[config.mk]
export PLATFORM = sky130hd
export DESIGN_NAME = prescaled_interval_timer
export DESIGN_NICKNAME = d
export VERILOG_FILES = /design/src/prescaled_timer_pkg.sv /design/src/machine_cycle_tick.sv /design/src/reload_counter.sv /design/src/prescaled_interval_timer.sv
export SDC_FILE = /design/constraint.sdc
export NUM_CORES = 1
export LEC_CHECK = 0
export ABC_AREA = 1
export BUFFER_PORTS_ARGS = -buffer_cell sky130_fd_sc_hd__buf_2
export CORE_UTILIZATION = 38
export CTS_BUF_LIST = sky130_fd_sc_hd__clkbuf_4 sky130_fd_sc_hd__clkbuf_8
export DETAILED_ROUTE_END_ITERATION = 16
export PLACE_DENSITY = 0.64
export SLEW_MARGIN = 10
export SYNTH_ARGS = -nofsm -noshare
export SYNTH_HDL_FRONTEND = slang
export SYNTH_SLANG_ARGS = --single-unit
[constraint.sdc]
create_clock -name i_clock -period 2.6 [get_ports i_clock]
set_input_delay 0.52 -clock i_clock [delete_from_list [all_inputs] [get_ports i_clock]]
set_output_delay 0.52 -clock i_clock [all_outputs]
set_load 0.02 [all_outputs]
[src/prescaled_timer_pkg.sv]
// Package with register map, field layout and timing constants of the prescaled timer.
package prescaled_timer_pkg;

  // Special-function register addresses (values are ours; the map leaves them open).
  localparam logic [7:0] ADDR_RELOAD_LOW = 8'hE0;
  localparam logic [7:0] ADDR_RELOAD_HIGH = 8'hE1;
  localparam logic [7:0] ADDR_PRESCALE_RELOAD = 8'hE2;
  localparam logic [7:0] ADDR_CONTROL_STATUS = 8'hE3;
  localparam logic [7:0] ADDR_COUNT_LOW = 8'hE4;
  localparam logic [7:0] ADDR_COUNT_HIGH = 8'hE5;

  // Control/status field positions.
  localparam int CTRL_ENABLE_BIT = 0;
  localparam int CTRL_OVERFLOW_BIT = 1;

  // Reset values.
  localparam logic [7:0] RELOAD_RESET = 8'h00;
  localparam logic [7:0] COUNT_RESET = 8'h00;

  // Unmapped reads return this value.
  localparam logic [7:0] UNMAPPED_READ = 8'h00;

  // Machine cycle timing.
  localparam int CLOCK_MHZ = 125;
  localparam int MACHINE_CYCLE_NS = 1000;
  localparam int CLOCK_PERIOD_NS = 1000 / CLOCK_MHZ;
  localparam int MACHINE_CYCLE_CLOCKS = MACHINE_CYCLE_NS / CLOCK_PERIOD_NS;

  // Interrupt vector of the overflow source.
  localparam logic [15:0] TIMER_IRQ_VECTOR = 16'h003B;

  // Special-function register bus request.
  typedef struct packed {
    logic wr;
    logic rd;
    logic [7:0] addr;
    logic [7:0] wdata;
  } sfr_req_t;

  // Interrupt request towards the interrupt controller.
  typedef struct packed {
    logic req;
    logic [15:0] vector;
  } irq_req_t;

endpackage : prescaled_timer_pkg

[src/machine_cycle_tick.sv]
// Divider that produces one pulse per machine cycle from the core clock.
`timescale 1ns/1ns
module machine_cycle_tick
  import prescaled_timer_pkg::*;
#(
  parameter int CYCLE_CLOCKS = MACHINE_CYCLE_CLOCKS
) (
  // Clock and reset.
  input wire logic i_clock,
  input wire logic i_rst_n,
  // Tick output.
  output logic o_tick
);

  localparam int W = $clog2(CYCLE_CLOCKS + 1);
  localparam logic [W-1:0] LAST = W'(CYCLE_CLOCKS - 1);
  localparam logic [W-1:0] ZERO = '0;
  localparam logic [W-1:0] ONE = W'(1);

  logic [W-1:0] div_q;

  always_ff @(posedge i_clock) begin
    if (!i_rst_n) begin
      div_q <= ZERO;
    end else if (div_q == LAST) begin
      div_q <= ZERO;
    end else begin
      div_q <= div_q + ONE;
    end
  end

  assign o_tick = (div_q == LAST);

endmodule : machine_cycle_tick

[src/reload_counter.sv]
// Loadable 8-bit counter stage with carry in and carry out.
`timescale 1ns/1ns
module reload_counter #(
  parameter int WIDTH = 8
) (
  // Clock and reset.
  input wire logic i_clock,
  input wire logic i_rst_n,
  // Control.
  input wire logic i_count,
  input wire logic i_load,
  input wire logic [WIDTH-1:0] i_load_value,
  // Status.
  output logic [WIDTH-1:0] o_value,
  output logic o_carry
);

  localparam logic [WIDTH-1:0] ONES = '1;
  localparam logic [WIDTH-1:0] ZERO = '0;
  localparam logic [WIDTH-1:0] ONE = WIDTH'(1);

  logic [WIDTH-1:0] value_q;

  always_ff @(posedge i_clock) begin
    if (!i_rst_n) begin
      value_q <= ZERO;
    end else if (i_load) begin
      value_q <= i_load_value;
    end else if (i_count) begin
      value_q <= value_q + ONE;
    end
  end

  assign o_value = value_q;
  assign o_carry = i_count && (value_q == ONES);

endmodule : reload_counter

[src/prescaled_interval_timer.sv]
// Interval timer with an 8-bit prescaler, reload registers and overflow interrupt.
//
// Operation
// - A 16-bit timer is driven through an 8-bit prescaler for periods up to about 16.777 s.
// - The timer keeps counting while the processor core is idle.
// - The prescaler advances once per machine cycle of 125 core clock periods, 1 MHz.
// - Control/status bit 0 enables the timer and bit 1 reports overflow.
// - The overflow bit is set to one when the count wraps from all ones; zero means no overflow.
// - Hardware never clears the overflow bit; software clears it after each overflow.
// - Every overflow raises an interrupt request to the processor.
// - On overflow the prescaler and both timer bytes reload and counting continues.
// - Reload registers change only on software writes and read back the written value.
// - Two read-only registers show the current low and high count in any state.
// - When disabled, the current count freezes at the value it had when disabled.
// - The overflow interrupt is its own source, lowest in polling order, with its own vector.
`timescale 1ns/1ns
module prescaled_interval_timer
  import prescaled_timer_pkg::*;
#(
  parameter int PRESCALE_WIDTH = 8,
  parameter int TIMER_WIDTH = 16
) (
  // Clock and reset.
  input wire logic i_clock,
  input wire logic i_rst_n,
  // Core idle indication, which does not stop the timer.
  input wire logic i_core_idle,
  // Special-function register access.
  input wire sfr_req_t i_sfr,
  output logic [7:0] o_sfr_rdata,
  // Overflow interrupt request.
  output irq_req_t o_irq
);

  localparam int HALF = TIMER_WIDTH / 2;

  // Software-visible storage.
  logic [7:0] reload_low_byte_q;
  logic [7:0] reload_high_byte_q;
  logic [7:0] prescale_reload_q;
  logic enable_q;
  logic overflow_q;
  logic irq_q;
  logic [7:0] rdata_q;

  // Chain signals.
  logic tick;
  logic advance;
  logic pre_carry;
  logic low_carry;
  logic high_carry;
  logic chain_wrap;
  logic [PRESCALE_WIDTH-1:0] pre_value;
  logic [HALF-1:0] low_value;
  logic [HALF-1:0] high_value;

  // Decoded writes.
  logic wr_ctrl;
  logic unused_idle;

  assign unused_idle = i_core_idle;
  assign wr_ctrl = i_sfr.wr && (i_sfr.addr == ADDR_CONTROL_STATUS);

  machine_cycle_tick #(
    .CYCLE_CLOCKS(MACHINE_CYCLE_CLOCKS)
  ) u_tick (
    .i_clock(i_clock),
    .i_rst_n(i_rst_n),
    .o_tick(tick)
  );

  assign advance = tick && enable_q;

  reload_counter #(
    .WIDTH(PRESCALE_WIDTH)
  ) u_prescale (
    .i_clock(i_clock),
    .i_rst_n(i_rst_n),
    .i_count(advance),
    .i_load(chain_wrap),
    .i_load_value(prescale_reload_q[PRESCALE_WIDTH-1:0]),
    .o_value(pre_value),
    .o_carry(pre_carry)
  );

  reload_counter #(
    .WIDTH(HALF)
  ) u_low (
    .i_clock(i_clock),
    .i_rst_n(i_rst_n),
    .i_count(pre_carry),
    .i_load(chain_wrap),
    .i_load_value(reload_low_byte_q[HALF-1:0]),
    .o_value(low_value),
    .o_carry(low_carry)
  );

  reload_counter #(
    .WIDTH(HALF)
  ) u_high (
    .i_clock(i_clock),
    .i_rst_n(i_rst_n),
    .i_count(low_carry),
    .i_load(chain_wrap),
    .i_load_value(reload_high_byte_q[HALF-1:0]),
    .o_value(high_value),
    .o_carry(high_carry)
  );

  // whole chain wrap; reload on it
  assign chain_wrap = high_carry;

  // reload registers written only by software
  always_ff @(posedge i_clock) begin
    if (!i_rst_n) begin
      reload_low_byte_q <= RELOAD_RESET;
      reload_high_byte_q <= RELOAD_RESET;
      prescale_reload_q <= RELOAD_RESET;
    end else if (i_sfr.wr) begin
      if (i_sfr.addr == ADDR_RELOAD_LOW) begin
        reload_low_byte_q <= i_sfr.wdata;
      end
      if (i_sfr.addr == ADDR_RELOAD_HIGH) begin
        reload_high_byte_q <= i_sfr.wdata;
      end
      if (i_sfr.addr == ADDR_PRESCALE_RELOAD) begin
        prescale_reload_q <= i_sfr.wdata;
      end
    end
  end

  always_ff @(posedge i_clock) begin
    if (!i_rst_n) begin
      enable_q <= 1'b0;
    end else if (wr_ctrl) begin
      enable_q <= i_sfr.wdata[CTRL_ENABLE_BIT];
    end
  end

  // Overflow flag: a wrap in the same cycle as a clear keeps the flag set.
  always_ff @(posedge i_clock) begin
    if (!i_rst_n) begin
      overflow_q <= 1'b0;
    end else if (chain_wrap) begin
      overflow_q <= 1'b1;
    // clear by writing zero; only software clears
    end else if (wr_ctrl && !i_sfr.wdata[CTRL_OVERFLOW_BIT]) begin
      overflow_q <= 1'b0;
    end
  end

  always_ff @(posedge i_clock) begin
    if (!i_rst_n) begin
      irq_q <= 1'b0;
    end else begin
      irq_q <= chain_wrap;
    end
  end

  assign o_irq.req = irq_q;
  assign o_irq.vector = TIMER_IRQ_VECTOR;

  always_ff @(posedge i_clock) begin
    if (!i_rst_n) begin
      rdata_q <= UNMAPPED_READ;
    end else if (i_sfr.rd) begin
      case (i_sfr.addr)
        ADDR_RELOAD_LOW: rdata_q <= reload_low_byte_q;
        ADDR_RELOAD_HIGH: rdata_q <= reload_high_byte_q;
        ADDR_PRESCALE_RELOAD: rdata_q <= prescale_reload_q;
        ADDR_CONTROL_STATUS: begin
          rdata_q <= UNMAPPED_READ;
          rdata_q[CTRL_ENABLE_BIT] <= enable_q;
          rdata_q[CTRL_OVERFLOW_BIT] <= overflow_q;
        end
        ADDR_COUNT_LOW: rdata_q <= 8'(low_value);
        ADDR_COUNT_HIGH: rdata_q <= 8'(high_value);
        default: rdata_q <= UNMAPPED_READ;
      endcase
    end
  end

  assign o_sfr_rdata = rdata_q;

endmodule : prescaled_interval_timer

==> Word level (Yosys, flattened, before mapping) <==
Cells that the tools add are included.
{ "totals": {"elab_cells": 50, "ram_bits": 0, "latchBits": 0, "rom_bits": 0, "input_bits": 21, "n_memories": 0, "register_bits": 66} }
{ "op_classes": {"n_mul": 0, "n_reduce_logical": 15, "div": 0, "bitwise_logic": 1, "eq_ne": 10, "n_addsub": 4, "n_mux": 9, "magnitude_cmp": 0, "n_shift": 0} }
{ "ops": {"columns": ["operator", "n"], "rows": [
  ["equality test 8 bit (second input constant)", 9],
  ["2-to-1 mux 8 bit", 6],
  ["one-hot mux 8 bit (6 select lines)", 1],
  ["adder 8 x 1 -> 8 bit (second input constant)", 3],
  ["nonzero test 2 bit", 4],
  ["adder 7 x 1 -> 7 bit (second input constant)", 1],
  ["equality test 7 bit (second input constant)", 1],
  ["logical AND 1 bit", 6],
  ["AND reduction 2 bit", 3],
  ["2-to-1 mux 1 bit", 2],
  ["OR reduction 2 bit", 1],
  ["logical NOT 1 bit", 1],
  ["NOT 1 bit", 1]
]} }

==> Depth between registers and ports, before layout <==
{ "logic_depth": {"ltp_word": 6, "mapped_depth": 12} }

==> By module <==
Synthesis repeated with hierarchy kept, for this count alone.
{ "hier_totals": {"hier_cells": 511, "area_unflattened_um2": 3633.5} }
{ "modules_own_cells": {"columns": ["module", "area_per_inst_um2", "cells_each", "n_inst"], "rows": [
  ["prescaled_interval_timer", 1833.0, 255, 1],
  ["reload_counter", 486.7, 71, 3],
  ["machine_cycle_tick", 340.3, 43, 1]
]} }

==> Worst setup path before layout <==
No wires, ideal clock.
{ "synth_timing": {"path_kind": "input-to-reg", "startpoint": "in i_sfr[11] (netlist bit)", "endpoint": "reg prescale_reload_q[5]", "n_path_buf": 1, "path_slack_ps": 939, "t_arrival_ps": 1542, "path_stages": 7, "cell_sequence": "inv_1 > nand2_1 > nor2_1 > nand3_1 > buf_2 > o21ai_0 > a21oi_1"} }
{ "synth_between": {"elab_chain_len": 2} }
{ "synth_rtl": {"columns": ["item", "line_no", "text"], "rows": [
  ["start: declaration", "prescaled_interval_timer.sv:29", "input wire sfr_req_t i_sfr,"],
  ["equality test 8 bit", "prescaled_interval_timer.sv:126", "if (i_sfr.addr == ADDR_PRESCALE_RELOAD) begin"],
  ["AND reduction 2 bit (no source line)", null, null],
  ["end signal: assignment", "prescaled_interval_timer.sv:127", "prescale_reload_q <= i_sfr.wdata;"],
  ["end: declaration", "prescaled_interval_timer.sv:40", "logic [7:0] prescale_reload_q;"]
]} }
Every way passes these cells.
A chain may end at the register's enable or synchronous reset.

==> Final worst setup path <==
{ "layout_timing": {"startpoint": "reg u_high.value_q[0] (netlist: u_high.o_value[0])", "endpoint": "reg u_prescale.value_q[0] (netlist: u_prescale.o_value[0])"} }
{ "layout_between": {"elab_chain_len": 3, "word_cells_on_any_way": 4} }
{ "layout_rtl": {"columns": ["item", "line_no", "text"], "rows": [
  ["start: declaration", "reload_counter.sv:22", "logic [WIDTH-1:0] value_q;"],
  ["start signal: assignment", "reload_counter.sv:28", "value_q <= i_load_value;"],
  ["start signal: assignment", "reload_counter.sv:30", "value_q <= value_q + ONE;"],
  ["equality test 8 bit *", "reload_counter.sv:35", "assign o_carry = i_count && (value_q == ONES);"],
  ["logical AND 1 bit *", "reload_counter.sv:35", null],
  ["2-to-1 mux 8 bit / nonzero test 2 bit (equally long branches)", null, null],
  ["end signal: assignment", "reload_counter.sv:28", null],
  ["end signal: assignment", "reload_counter.sv:30", null],
  ["end: declaration", "reload_counter.sv:22", null]
]} }
Every way passes the cells marked *; elsewhere a longest branch is shown, timed or not.

==> impl_metrics.py <==
metrics = {
    "outcome": {
        "status": "finished clean",
    },
    "setup_path": {
        "worst_path_largest_cell_delay_ps": 410,
        "crit_path_end_kind": "register",
        "r2r_slack_ps": 590,
        "arrival_ps": 2310,
        "worstPathMaxFanout": 24,
        "crit_chain": "ha_1 -> nand2_1 -> inv_1 -> nand2_1 -> nor2_8 -> inv_1 -> nor2_8 -> nand2_2 -> nand3_1 -> nand2_1 -> inv_1",
        "crit_required_ps": 2890,
        "cpMaxStageDelayCell": "dfxtp_1",
        "critPathKind": "register to register",
        "start_kind": "register",
    },
    "grt": {
        "antenna_found_initial": 0,
        "grt_pass1_vias": 3308,
        "grt_max_degree": 39,
        "grt_pass1_wl_um": 15600,
        "grt_use_total": 0.201,
        "overflow": 0,
    },
    "yosys": {
        "synth_cell_types": 39,
        "synth_top_cell_by_area": "dfxtp_1",
        "synthesis.area_um2": 3720,
        "synth_seq_cells": 66,
        "yosys_warnings": 0,
        "synth-seq-area-share": 0.355,
        "synthTopCellsByArea": "dfxtp_1, nand2_1, nand3_1",
        "syn_inst": 528,
        "synth_top_area_share": 0.355,
        "avgSynthCellArea_um2": 7.05,
    },
    "timing": {
        "finalHoldViolCount": 0,
        "fin_crit_sh": 0.775,
        "grt_setup_unrepaired": "false",
        "drv_slew": 0,
        "setup_viol": 0,
        "worst_pin_slew_ps": 717,
        "skew_ps": 8.66,
        "tns_ps": 0,
        "fmax_ghz": 0.496,
        "max_slew_margin": 0.520,
        "whs_ps": 464,
        "min_period_ps": 2010,
    },
    "die": {
        "die_y_um": 101,
        "placementRows": 35,
        "die_area_um2": 10200,
        "fp.dieW_um": 101,
        "floorplan.initialDensity": 0.397,
        "core-area_um2": 9370,
        "io_pins": 46,
    },
    "detailed_routing": {
        "drcViolationCount": 0,
        "drt_iter0_markers": 249,
        "postRouteAntennaNets": 0,
        "vias": 3528,
        "avgViaCountPerCell": 5.14,
        "drt_first_pass_iters": 5,
        "wl_per_cell_um": 13.9,
        "wirelength_um": 9520,
    },
    "final_layout": {
        "drive_above_1_share": 0.135,
        "syn_to_final_growth_pct": 10.2,
        "finalNetCount": 578,
        "antenna_cells": 0,
    },
    "pwr": {
        "seqPwrFrac": 0.506,
        "switchingPower_uw": 483,
        "pwr_density_cell_nw_per_um2": 491,
        "p_comb_frac": 0.051,
        "peakVddDrop_mv": 0.358,
        "cellInternalPower_mw": 1.53,
        "swShare": 0.240,
        "p_leak_nw": 1.69,
        "p_clk_frac": 0.443,
    },
    "cts": {
        "numCtsBuffers": 9,
        "clk_path_buf_depth": 2,
        "root_buffer": "clkbuf_8",
        "cts_setup_buffers": 0,
        "htreeDepth": 3,
        "cts_tree": "built",
        "clkSlewWorstSetupHoldPaths_ps": 70,
        "clock_sinks": 66,
        "hold_buffers": 0,
        "cts.repair.resized": 0,
        "clkLatencyLatePin_ps": 340,
    },
    "placed_design": {
        "gp_congestion": 0.877,
        "io_buffers": 28,
        "dp_hpwl_um": 6830,
    },
    "run": {
        "maxCapViolCount": 0,
    },
    "min_path": {
        "hold_path_class": "register to register",
    },
}
==> critical path: cells and delay by family (launching register included) <==
kind	cells	cell delay [ps]
buffers and inverters	3	360
flip-flops	1	410
AND/OR/NAND/NOR	7	990
adder cells (fa/ha/maj)	1	190
==> logic make-up (layout without fill, tap and decap cells) <==
family | count (synthesis) | in the layout | synth area share
AND/OR/NAND/NOR | 224 | 224 | 0.307
AO/OA/AOI/OAI | 118 | 118 | 0.164
buffers and inverters | 101 | 116 | 0.127
flip-flops | 66 | 66 | 0.355
XOR/XNOR | 12 | 12 | 0.0282
adder cells (fa/ha/maj) | 5 | 5 | 0.0168
other | 2 | 16 | 0.00202
==> final cells by class <==
cell class | instances | area (µm²)
Fill cell | 995 | 5270
Timing Repair Buffer | 33 | 178
Tap cell | 129 | 161
Sequential cell | 66 | 1320
Inverter | 67 | 251
Clock buffer | 12 | 153
Clock inverter | 4 | 51.3
Multi-Input combinational cell | 375 | 1980
==> layout by cell type, fill, tap and decap left out, types with 3 or more instances in the layout <==
| cell | instances |
|---|---|
| o21ai_0 | 52 |
| nand3_4 | 4 |
| buf_2 | 28 |
| a21oi_1 | 57 |
| nor2_8 | 3 |
| buf_4 | 5 |
| clkbuf_8 | 10 |
| nor2_2 | 3 |
| nand3_1 | 62 |
| nand2_1 | 85 |
| nand4_1 | 12 |
| xor2_1 | 10 |
| nand2_2 | 5 |
| conb_1 | 16 |
| ha_1 | 5 |
| inv_1 | 65 |
| a31oi_1 | 3 |
| dfxtp_1 | 66 |
| nor2_1 | 36 |
==> power groups by stage <==
stage	clock network (mW)	registers [mW]	logic, mW
2_1_floorplan	0	1.04	0.0823
3_3_place_gp	0	1.04	0.100
3_5_place_dp	0	1.04	0.102
4_1_cts	0.908	1.02	0.102
5_1_grt	0.946	1.02	0.117
6_report	0.892	1.02	0.103
==> flip-flops by register name, indices dropped and copies added, names as in the netlist <==
register / flops
u_high.o_value: 8
prescale_reload_q: 8
u_low.o_value: 8
reload_high_byte_q: 8
reload_low_byte_q: 8
overflow_q: 1
o_sfr_rdata: 8
u_prescale.o_value: 8
enable_q: 1
u_tick.div_q: 7
irq_q: 1
==> path summary, 6_finish.rpt <==
| path | from | cells after the start | to |
|---|---|---|---|
| max | u_high.o_value[0] | 11 | u_prescale.o_value[0] |
| max reg2reg | u_high.o_value[0] | 11 | u_prescale.o_value[0] |
| min | reload_low_byte_q[7] | 2 | reload_low_byte_q[7] |
| min reg2reg | reload_low_byte_q[7] | 2 | reload_low_byte_q[7] |
==> metrics by stage <==
step / power (mW) / instances / cell area [µm²] / setup slack (ps) / util
final: 2.01 / 686 / 4100 / 586 / 0.437
after global routing: 2.08 / 686 / 4100 / 361 / 0.437
after CTS: 2.03 / 686 / 4100 / 582 / 0.437
after detailed placement: 1.14 / 670 / 3890 / 516 / 0.416
after global placement: 1.14 / 670 / 3890 / 593 / 0.416
after floorplan: 1.12 / 542 / 3770 / 939 / -
==> per-layer routing <==
layer	wire [µm]	global-route usage	vias up	share of wire
met3	620	0.0444	13	0.065
met1	4470	0.265	1634	0.47
li1	-	-	1761	-
met5	0	0	-	0
met2	4310	0.330	120	0.45
met4	121	0.0524	0	0.013
==> synth_stat cells <==
| cell type | instances |
|---|---|
| nand2_1 | 85 |
| dfxtp_1 | 66 |
| inv_1 | 65 |
| nand3_1 | 62 |
| a21oi_1 | 57 |
| o21ai_0 | 52 |
| nor2_1 | 37 |
| buf_4 | 18 |
| nand4_1 | 12 |
| xor2_1 | 10 |
| clkbuf_1 | 9 |
| ha_1 | 5 |
| nand2_2 | 5 |
| buf_2 | 4 |
| nand3_4 | 4 |
| a31oi_1 | 3 |
| nor2_8 | 3 |
| a31o_2 | 2 |
| buf_6 | 2 |
| clkinv_1 | 2 |
| conb_1 | 2 |
| nand3_2 | 2 |
| nand3b_1 | 2 |
| nor2_2 | 2 |
| nor2_4 | 2 |
| xnor2_1 | 2 |
| a211oi_1 | 1 |
| and3_1 | 1 |
| dlygate4sd1_1 | 1 |
| nand2_4 | 1 |
| nor3_1 | 1 |
| nor3_2 | 1 |
| nor3_4 | 1 |
| o211ai_1 | 1 |
| o21ai_1 | 1 |
| o21bai_1 | 1 |
| or2_1 | 1 |
| or2_2 | 1 |
| or3_2 | 1 |
(Power assumes the default switching activity.)
